`src/design/bbc_pkg.sv`:
```
// package for the block byte compare sequencer
// assumes a single cpu clock domain; shared by the sequencer and its bench
package bbc_pkg;
  localparam int PTR_W = 24;
  localparam int CNT_W = 8;
  localparam int DATA_W = 8;
  localparam logic [PTR_W-1:0] PTR_RST = 24'h000000;
  localparam logic [CNT_W-1:0] CNT_RST = 8'h00;
  localparam logic [DATA_W-1:0] DATA_RST = 8'h00;
  localparam logic [PTR_W-1:0] PTR_STEP = 24'h000001;
  localparam logic [CNT_W-1:0] CNT_STEP = 8'h01;
  // flag vector bit positions
  localparam int FLAG_SIGN = 4;
  localparam int FLAG_ZERO = 3;
  localparam int FLAG_HALF = 2;
  localparam int FLAG_OVF = 1;
  localparam int FLAG_BORROW = 0;
  localparam int FLAG_W = 5;
  localparam logic [FLAG_W-1:0] FLAG_RST = 5'h00;

  // which size condition ends the loop
  typedef enum logic {
    BBC_UNTIL_LESS,
    BBC_UNTIL_NOT_LESS
  } bbc_variant_t;
endpackage

```
`src/design/bbc_block_byte_compare_sequencer.sv`:
```
// block byte compare sequencer: reads two byte blocks, compares, sets flags
// assumes a read-only data memory port with request/valid handshake and a
// cpu core that supplies pointers, count and suspend requests on clk_sys
//
// Behaviour
// - each step computes first-block byte minus second-block byte and the until-less variant stops on borrow or zero count.
// - the until-not-less variant repeats until no borrow occurs or the count reaches zero.
// - after each step both 24-bit pointers move by one, up for post-increment and down for post-decrement.
// - after each step the byte count is decremented by one.
// - each step works on single bytes fetched from the two locations.
// - the block only reads memory and never writes either block.
// - a pending interrupt or macro service request suspends the loop between steps and is acknowledged.
// - on suspend the pointers and count are presented for saving and a resume continues from them.
// - after a macro service transfer completes the loop continues automatically.
// - the five flags reflect only the last subtraction performed.
// - the sign flag copies bit 7 of the result.
// - the zero flag is set when the 8-bit result is zero.
// - the half borrow flag is set on a borrow from bit 4 into bit 3.
// - the overflow flag is set when exactly one of the bit 6 and bit 7 borrows occurs.
// - the borrow flag is set on a borrow out of bit 7 and drives termination.
`timescale 1ns/10ps
module bbc_block_byte_compare_sequencer
  import bbc_pkg::*;
(
  input wire logic clk_sys,
  input wire logic rst_n,
  // start or resume; pointers and count are loaded with it
  input wire logic start,
  input wire bbc_pkg::bbc_variant_t variant,
  input wire logic postDecrement,
  input wire logic [bbc_pkg::PTR_W-1:0] firstBlockPointerIn,
  input wire logic [bbc_pkg::PTR_W-1:0] secondBlockPointerIn,
  input wire logic [bbc_pkg::CNT_W-1:0] countIn,
  // suspend requests and macro service completion from the interrupt controller
  input wire logic interruptReq,
  input wire logic macroServiceReq,
  input wire logic macroServiceDone,
  // data memory read port
  output logic memReadReq,
  output logic [bbc_pkg::PTR_W-1:0] memAddr,
  output logic memWriteEn,
  input wire logic memReadValid,
  input wire logic [bbc_pkg::DATA_W-1:0] memReadData,
  // state to the core
  output logic busy,
  output logic done,
  output logic interruptAck,
  output logic macroServiceAck,
  output logic [bbc_pkg::PTR_W-1:0] firstBlockPointer,
  output logic [bbc_pkg::PTR_W-1:0] secondBlockPointer,
  output logic [bbc_pkg::CNT_W-1:0] saved_count_byte,
  output logic [bbc_pkg::FLAG_W-1:0] flags
);
  import bbc_pkg::*;

  // ----------------------------------------------------------------
  // parameter checks
  // ----------------------------------------------------------------
  if (PTR_W != 24 || CNT_W != 8 || DATA_W != 8) begin : g_check
    $error("bbc: pointer, count and data widths are fixed at 24/8/8");
  end

  // ----------------------------------------------------------------
  // flag calculation
  // ----------------------------------------------------------------
  // flags of a - b in the bit order of the flag vector
  // a ^ b ^ result is the borrow coming into each bit; the extra top bit
  // is the borrow out of bit 7, which the loop end test also reads
  function automatic logic [FLAG_W-1:0] calcFlags(
    input logic [DATA_W-1:0] a,
    input logic [DATA_W-1:0] b
  );
    logic [DATA_W:0] diff;
    logic [DATA_W-1:0] res;
    logic [DATA_W:0] brw;
    logic [FLAG_W-1:0] f;
    diff = {1'b0, a} - {1'b0, b};
    res = diff[DATA_W-1:0];
    // borrow into each bit position: a ^ b ^ result gives the chain
    brw = {diff[DATA_W], a ^ b ^ res};
    f = FLAG_RST;
    f[FLAG_SIGN] = res[7];
    f[FLAG_ZERO] = (res == DATA_RST);
    f[FLAG_HALF] = brw[4];
    f[FLAG_OVF] = brw[7] ^ brw[8];
    f[FLAG_BORROW] = brw[8];
    return f;
  endfunction

  function automatic logic [PTR_W-1:0] stepPtr(
    input logic [PTR_W-1:0] p,
    input logic down
  );
    return down ? p - PTR_STEP : p + PTR_STEP;
  endfunction

  // end test after one step: the count is tested after its decrement, so a
  // count of zero on entry wraps and allows up to 256 steps
  function automatic logic stopAfter(
    input bbc_variant_t v,
    input logic borrow,
    input logic [CNT_W-1:0] cntAfter
  );
    logic sizeHit;
    // until-less ends on a borrow, until-not-less once no borrow is left
    sizeHit = (v == BBC_UNTIL_LESS) ? borrow : !borrow;
    return sizeHit || (cntAfter == CNT_RST);
  endfunction

  // ----------------------------------------------------------------
  // sequencer
  // ----------------------------------------------------------------
  typedef enum logic [2:0] {
    ST_IDLE,
    ST_READ_FIRST,
    ST_READ_SECOND,
    ST_EXEC,
    ST_MACRO
  } bbc_state_t;

  bbc_state_t state_reg, state_next;
  bbc_variant_t variant_reg, variant_next;
  logic down_reg, down_next;
  logic [PTR_W-1:0] first_reg, first_next;
  logic [PTR_W-1:0] second_reg, second_next;
  logic [CNT_W-1:0] count_reg, count_next;
  logic [DATA_W-1:0] byteA_reg, byteA_next;
  logic [DATA_W-1:0] byteB_reg, byteB_next;
  logic [FLAG_W-1:0] flags_reg, flags_next;
  logic req_reg, req_next;
  logic [PTR_W-1:0] addr_reg, addr_next;
  logic busy_reg, busy_next;
  logic done_reg, done_next;
  logic intAck_reg, intAck_next;
  logic msAck_reg, msAck_next;
  logic wrEn_reg, wrEn_next;

  // ----------------------------------------------------------------
  // one compare step
  // ----------------------------------------------------------------
  // the flags are worked out every cycle but only kept in the exec state
  logic [FLAG_W-1:0] stepFlags;
  logic [CNT_W-1:0] countDec;
  logic endLoop;

  always_comb begin
    stepFlags = calcFlags(byteA_reg, byteB_reg);
    countDec = count_reg - CNT_STEP;
    endLoop = stopAfter(variant_reg, stepFlags[FLAG_BORROW],
      countDec);
  end

  always_comb begin
    state_next = state_reg;
    variant_next = variant_reg;
    down_next = down_reg;
    first_next = first_reg;
    second_next = second_reg;
    count_next = count_reg;
    byteA_next = byteA_reg;
    byteB_next = byteB_reg;
    flags_next = flags_reg;
    req_next = 1'b0;
    addr_next = addr_reg;
    busy_next = busy_reg;
    done_next = 1'b0;
    intAck_next = 1'b0;
    msAck_next = 1'b0;
    wrEn_next = 1'b0;
    case (state_reg)
      ST_IDLE: begin
        // start is only looked at here; a start while busy is dropped
        if (start) begin
          // a resume reloads the saved pointers and count
          variant_next = variant;
          down_next = postDecrement;
          first_next = firstBlockPointerIn;
          second_next = secondBlockPointerIn;
          count_next = countIn;
          req_next = 1'b1;
          addr_next = firstBlockPointerIn;
          busy_next = 1'b1;
          state_next = ST_READ_FIRST;
        end
      end
      ST_READ_FIRST: begin
        // request and address stand until the memory answers
        req_next = 1'b1;
        if (memReadValid) begin
          byteA_next = memReadData;
          addr_next = second_reg;
          state_next = ST_READ_SECOND;
        end
      end
      ST_READ_SECOND: begin
        req_next = 1'b1;
        if (memReadValid) begin
          byteB_next = memReadData;
          // the port goes quiet for the exec cycle so that no read is wasted
          req_next = 1'b0;
          state_next = ST_EXEC;
        end
      end
      ST_EXEC: begin
        // only the step that is kept updates the flags
        flags_next = stepFlags;
        first_next = stepPtr(first_reg, down_reg);
        second_next = stepPtr(second_reg, down_reg);
        count_next = countDec;
        // ending outranks both suspends; an interrupt outranks macro service
        if (endLoop) begin
          busy_next = 1'b0;
          done_next = 1'b1;
          state_next = ST_IDLE;
        end else if (interruptReq) begin
          // suspend between steps; core saves pointers and count outputs
          intAck_next = 1'b1;
          busy_next = 1'b0;
          state_next = ST_IDLE;
        end else if (macroServiceReq) begin
          msAck_next = 1'b1;
          state_next = ST_MACRO;
        end else begin
          req_next = 1'b1;
          addr_next = stepPtr(first_reg, down_reg);
          state_next = ST_READ_FIRST;
        end
      end
      ST_MACRO: begin
        // the loop state is held untouched while the transfer runs
        if (macroServiceDone) begin
          req_next = 1'b1;
          addr_next = first_reg;
          state_next = ST_READ_FIRST;
        end
      end
      default: begin
        state_next = ST_IDLE;
        busy_next = 1'b0;
      end
    endcase
  end

  // ----------------------------------------------------------------
  // state registers
  // ----------------------------------------------------------------
  // synchronous reset; every register takes a constant so that the
  // outputs are all low from the first edge of reset
  always_ff @(posedge clk_sys) begin
    if (!rst_n) begin
      state_reg <= ST_IDLE;
      variant_reg <= BBC_UNTIL_LESS;
      down_reg <= 1'b0;
      first_reg <= PTR_RST;
      second_reg <= PTR_RST;
      count_reg <= CNT_RST;
      byteA_reg <= DATA_RST;
      byteB_reg <= DATA_RST;
      flags_reg <= FLAG_RST;
      req_reg <= 1'b0;
      addr_reg <= PTR_RST;
      busy_reg <= 1'b0;
      done_reg <= 1'b0;
      intAck_reg <= 1'b0;
      msAck_reg <= 1'b0;
      wrEn_reg <= 1'b0;
    end else begin
      state_reg <= state_next;
      variant_reg <= variant_next;
      down_reg <= down_next;
      first_reg <= first_next;
      second_reg <= second_next;
      count_reg <= count_next;
      byteA_reg <= byteA_next;
      byteB_reg <= byteB_next;
      flags_reg <= flags_next;
      req_reg <= req_next;
      addr_reg <= addr_next;
      busy_reg <= busy_next;
      done_reg <= done_next;
      intAck_reg <= intAck_next;
      msAck_reg <= msAck_next;
      wrEn_reg <= wrEn_next;
    end
  end

  // ----------------------------------------------------------------
  // outputs
  // ----------------------------------------------------------------
  assign memReadReq = req_reg;
  assign memAddr = addr_reg;
  // the write strobe exists for the shared port; it is held low from a flop
  assign memWriteEn = wrEn_reg;
  assign busy = busy_reg;
  assign done = done_reg;
  assign interruptAck = intAck_reg;
  assign macroServiceAck = msAck_reg;
  // pointers and count double as the image saved on a suspend
  assign firstBlockPointer = first_reg;
  assign secondBlockPointer = second_reg;
  assign saved_count_byte = count_reg;
  assign flags = flags_reg;
endmodule

```
`config.mk`:
```
export PLATFORM = sky130hd
export DESIGN_NAME = bbc_block_byte_compare_sequencer
export DESIGN_NICKNAME = d
export VERILOG_FILES = /design/src/design/bbc_pkg.sv /design/src/design/bbc_block_byte_compare_sequencer.sv
export SDC_FILE = /design/constraint.sdc
export NUM_CORES = 1
export LEC_CHECK = 0
export BUFFER_PORTS_ARGS = -buffer_cell sky130_fd_sc_hd__buf_2
export CAP_MARGIN = 25
export CORE_ASPECT_RATIO = 1.4
export CORE_UTILIZATION = 30
export CTS_CLUSTER_DIAMETER = 60
export DETAILED_ROUTE_END_ITERATION = 7
export MAX_ROUTING_LAYER = met4
export PLACE_DENSITY = 0.52
export SLEW_MARGIN = 20
export SYNTH_ARGS = -nofsm -noshare
export SYNTH_HDL_FRONTEND = slang
export SYNTH_SLANG_ARGS = --single-unit
```
`constraint.sdc`:
```
create_clock -name clk_sys -period 3.65 [get_ports clk_sys]
set_input_delay 0.1825 -clock clk_sys [delete_from_list [all_inputs] [get_ports clk_sys]]
set_output_delay 0.1825 -clock clk_sys [all_outputs]
set_load 0.1 [all_outputs]
```
==> reports/summary.md <==
The floorplan step set the die height to 199 um. STA classifies the critical path startpoint as a flop. For the pin with the worst max-slew slack, the measured transition is 0.940 ns. The chip width works out to 143 um.

The worst setup path is captured at a flop. Total count of hold-check failures in the final report: 0. The top fanout value on the critical path is 30, and the number of antenna violations at the first check in global routing is 2. Counting I/O delays and the setup requirement, the final critical path takes 3.18 ns. The placed instance area came out at 9490 um2.

The most used flip-flop cell after synthesis is sky130_fd_sc_hd__dfxtp_1. The simple-gate share of the synthesized area is 0.243, and the netlist area before placement is 8330 um2. For the number of cells produced by synthesis, the log shows 1129. The clock net in this run drives a total of 111 sinks. For the via count of the routed design, the log shows 9015. The compound-cell area share of the yosys netlist works out to 0.299. The area share of the largest cell type after synthesis is 0.267.

Entering global routing, the biggest net connects 64 pins. Counting the buffers created by CTS gives 9. The netlist uses 73 different library cells. The later pin in the worst-skew pair is clocked with a latency of 0.37 ns. The I/O pin count came out at 164. The number of setup buffers added after CTS came out at 0.

Summed over all layers, the routed wires come to 32100 um. The parity-gate share of the synthesized area counting xor and xnor cells is 0.0336, and the area enclosed by the die boundary is 28400 um2. Setup repair after global routing left no endpoint under its margin.

The worst IR drop on VDD is 0.269 mV, and the CTS clock-pin slew for the worst setup and hold paths is 0.09 ns. The slowest stage of the critical path is the sky130_fd_sc_hd__dfxtp_4 cell. Highest attainable clock frequency: 315 MHz.

The post-layout total power came out at 5.21 mW. After floorplanning, the core was divided into 71 placement rows. The count of nets left with antenna violations once routing finished came out at 0.

The min-delay analysis places its worst path in the category in -> reg. The synthesized design contains 111 register bits. Ranked by total cell area, the synthesized netlist is headed by sky130_fd_sc_hd__dfxtp_1, sky130_fd_sc_hd__ha_1, sky130_fd_sc_hd__nand2_1. Summed over all instances, the cell type with the most area after synthesis is sky130_fd_sc_hd__dfxtp_1.

For the sequential group share of total power, the log shows 0.299. At the end of the flow, the number of nets in the layout was 1387. The total number of H-tree levels came out at 3. The detailed router finished its first iteration with 520 violations. The run gives 0 as the total of endpoints with negative setup slack in the final report.

The worst setup path is of the reg -> reg kind. From synthesis to final layout, the design area changed by 17.4%. The number of warnings issued by yosys is 0. The first global-routing pass estimated 48200 um of wire.

The number of max-slew violations in the final report is 0. The root buffer cell chosen for the clock tree is sky130_fd_sc_hd__clkbuf_16. For the first-pass detailed-route iteration total, the log shows 5. In the final routed layout, each cell accounts on average for 19.7 um. The post-route fraction of the period consumed by the critical path is 0.870, and the number of buffer cells added on primary ports is 162. In the routed layout, each cell is associated on average with a via count of 5.53. Yosys mapped a number of flops with a built-in enable equal to 0. Switching share of power: 0.521.

Detailed placement finished with a half-perimeter wire length of 24000 um. The number of global-route vias before repair was 8416; the leakage power of the design was 4.49 nW. Averaged over all synthesized cells, the footprint is 7.38 um2.

The part of the total power dissipated in combinational logic was 0.509. TritonCTS built the clock tree. Across the run, the number of max-cap violations was 0. The combinational family with the most area after synthesis was compound AO/OA/AOI/OAI gates. Cell internal power was estimated by the tool at 2.50 mW.

For this design the ratio of total power to cell area is 532 nW/um2. The share of synthesized area spent on multiplexers came out at 0.0204. The buffer levels on the longest clock path was 2; the arithmetic-cell share of the synthesized area counting full adders, half adders and majority gates was 0.0883. The proportion of register bits with asynchronous set or reset after synthesis was 0.

STA puts the critical path data arrival time at 3.49 ns. The total of hold buffers inserted after clock tree synthesis is 0. For the worst setup path, the data required time is 3.97 ns. The run finished with clean final reports. The post-route cell area came out at 9780 um2. The tools report the power share of the clock group as 0.192. The logs give 0.232 for the global router's overall resource usage and 27100 um2 for the core box area. Once the clock tree was built, the resizer swapped 0 gates to a different size.

After routing, the total negative slack on setup checks comes to 0 ns. After global routing the overflow that remains totals 0. The logs give 0.936 for the last weighted congestion value of the routability-driven placer and 0.371 for the relative slew slack. The clock arrives with 0.0138 ns of skew. The portion of the post-synthesis area used by sequential elements is 0.267. The proportion of layout cells with a drive suffix above 1 was 0.174. Synthesis produced a netlist with a net count of 1259. The run gives 0 as the detailed-route DRC error count. The starting utilization of the core area was 0.307. The critical path's largest stage delay works out to 0.60 ns. The tools report the final cell utilization of the core as 0.361.

The signal on the critical path passes through ha_1 -> a21o_1 -> a31o_2 -> o311ai_2 -> o21a_1 -> nor3_1 -> a2111oi_0 -> o311a_1. The power spent charging and discharging nets came out at 2.71 mW.
## metal layers
| metal | vias up | track usage | routed length [um] |
|---|---|---|---|
| met5 | - | - | 0 |
| met4 | 0 | 0.121 | 1440 |
| met3 | 60 | 0.0379 | 1770 |
| met2 | 292 | 0.389 | 15400 |
| met1 | 4253 | 0.264 | 13400 |
| li1 | 4410 | - | - |
## area by class of cell
type                            instances  area [um2]
Fill cell                            2935       17300
Multi-Input combinational cell        916        5710
Sequential cell                       111        2230
Timing Repair Buffer                  183         968
Tap cell                              365         457
Clock buffer                            9         225
Inverter                               36         135
Clock inverter                          7        55.1
Antenna cell                            3        7.51
## stage by stage
step	setup slack (ns)	hold WS, ns	cells
5_1_grt	0.201	0.0455	1629
6_report	0.474	0.0473	1630
3_3_place_gp	0.412	0.426	1611
2_1_floorplan	0.214	0.318	1129
4_1_cts	0.318	0.0292	1627
3_5_place_dp	0.346	0.430	1611
## worst max-delay path, delay by kind of cell (launching register included)
kind / cells / cell delay [ns]
simple gates: 1 / 0.08
compound gates: 6 / 2.07
flops: 1 / 0.60
fa+ha+maj: 1 / 0.37
## cell usage in the layout, fill, tap and decap left out, types with 7 or more instances in the layout
cell | synthesis | layout
sky130_fd_sc_hd__nor2_1 | 121 | 120
sky130_fd_sc_hd__o211ai_1 | 14 | 14
sky130_fd_sc_hd__o211a_1 | 7 | 7
sky130_fd_sc_hd__buf_2 | 3 | 162
sky130_fd_sc_hd__o22ai_1 | 12 | 12
sky130_fd_sc_hd__nor3_1 | 23 | 23
sky130_fd_sc_hd__a221oi_1 | 14 | 14
sky130_fd_sc_hd__dfxtp_1 | 111 | 110
sky130_fd_sc_hd__xnor2_1 | 14 | 14
sky130_fd_sc_hd__nand4_1 | 11 | 11
sky130_fd_sc_hd__nand3_1 | 23 | 23
sky130_fd_sc_hd__o21ai_0 | 54 | 54
sky130_fd_sc_hd__a311oi_1 | 15 | 15
sky130_fd_sc_hd__and2_1 | 8 | 8
sky130_fd_sc_hd__nand2b_1 | 10 | 10
sky130_fd_sc_hd__or3_1 | 11 | 11
sky130_fd_sc_hd__and3_1 | 26 | 25
sky130_fd_sc_hd__o21a_1 | 12 | 12
sky130_fd_sc_hd__mux2i_1 | 17 | 17
sky130_fd_sc_hd__nor2b_1 | 8 | 8
sky130_fd_sc_hd__o31ai_1 | 7 | 7
sky130_fd_sc_hd__ha_1 | 54 | 54
sky130_fd_sc_hd__a31oi_1 | 13 | 13
sky130_fd_sc_hd__buf_4 | 1 | 21
sky130_fd_sc_hd__nand2_1 | 174 | 173
sky130_fd_sc_hd__a211oi_1 | 16 | 16
sky130_fd_sc_hd__a21o_1 | 28 | 28
sky130_fd_sc_hd__xor2_1 | 18 | 18
sky130_fd_sc_hd__a21oi_1 | 105 | 105
sky130_fd_sc_hd__clkbuf_16 | 0 | 9
sky130_fd_sc_hd__o21bai_1 | 8 | 8
sky130_fd_sc_hd__inv_1 | 35 | 34
## cell usage after synthesis, drive strengths merged, types with 10 or more instances
cell type,count
a21oi,106
a21o,29
mux2i,17
or3,11
nand3,23
a31oi,13
o22ai,12
a221oi,14
and3,26
inv,35
nor2,121
xnor2,14
buf,16
nand4,11
a311oi,15
o211ai,14
and2,10
nand2,174
dfxtp,111
ha,54
nand2b,10
o21ai,54
xor2,18
clkbuf,50
o21a,12
nor3,23
a211oi,16
## power by group through the flow
stage	combinational, mW	clock, mW	sequential (mW)
2_1_floorplan	1.10	0	2.51
3_3_place_gp	2.64	0	1.59
3_5_place_dp	2.65	0	1.59
4_1_cts	2.66	1.03	1.56
5_1_grt	2.82	1.07	1.58
6_report	2.65	1.00	1.56
## cell families (layout without fill, tap and decap cells)
logic type | count (synthesis) | count (layout)
AND/OR/NAND/NOR | 443 | 443
buffers and inverters | 102 | 235
adder cells (fa/ha/maj) | 57 | 57
AO/OA/AOI/OAI | 366 | 366
flip-flops | 111 | 111
multiplexers | 17 | 17
XOR/XNOR | 32 | 32
other | 1 | 4
## path summary, 6_finish.rpt
| kind | start | endpoint | slack [ns] | cells past startpoint |
|---|---|---|---|---|
| worst max-delay path | down_reg$_SDFFE_PN0P_ | memAddr[17]$_SDFFE_PN0P_ | 0.47 | 8 |
| worst min register to register | byteA_reg[0]$_SDFFE_PN0P_ | byteA_reg[0]$_SDFFE_PN0P_ | 0.45 | 2 |
| worst min-delay path | countIn[0] | saved_count_byte[0]$_SDFFE_PN0P_ | 0.05 | 3 |
| worst max register to register | down_reg$_SDFFE_PN0P_ | memAddr[17]$_SDFFE_PN0P_ | 0.47 | 8 |
Power figures use the tool's default switching activity.
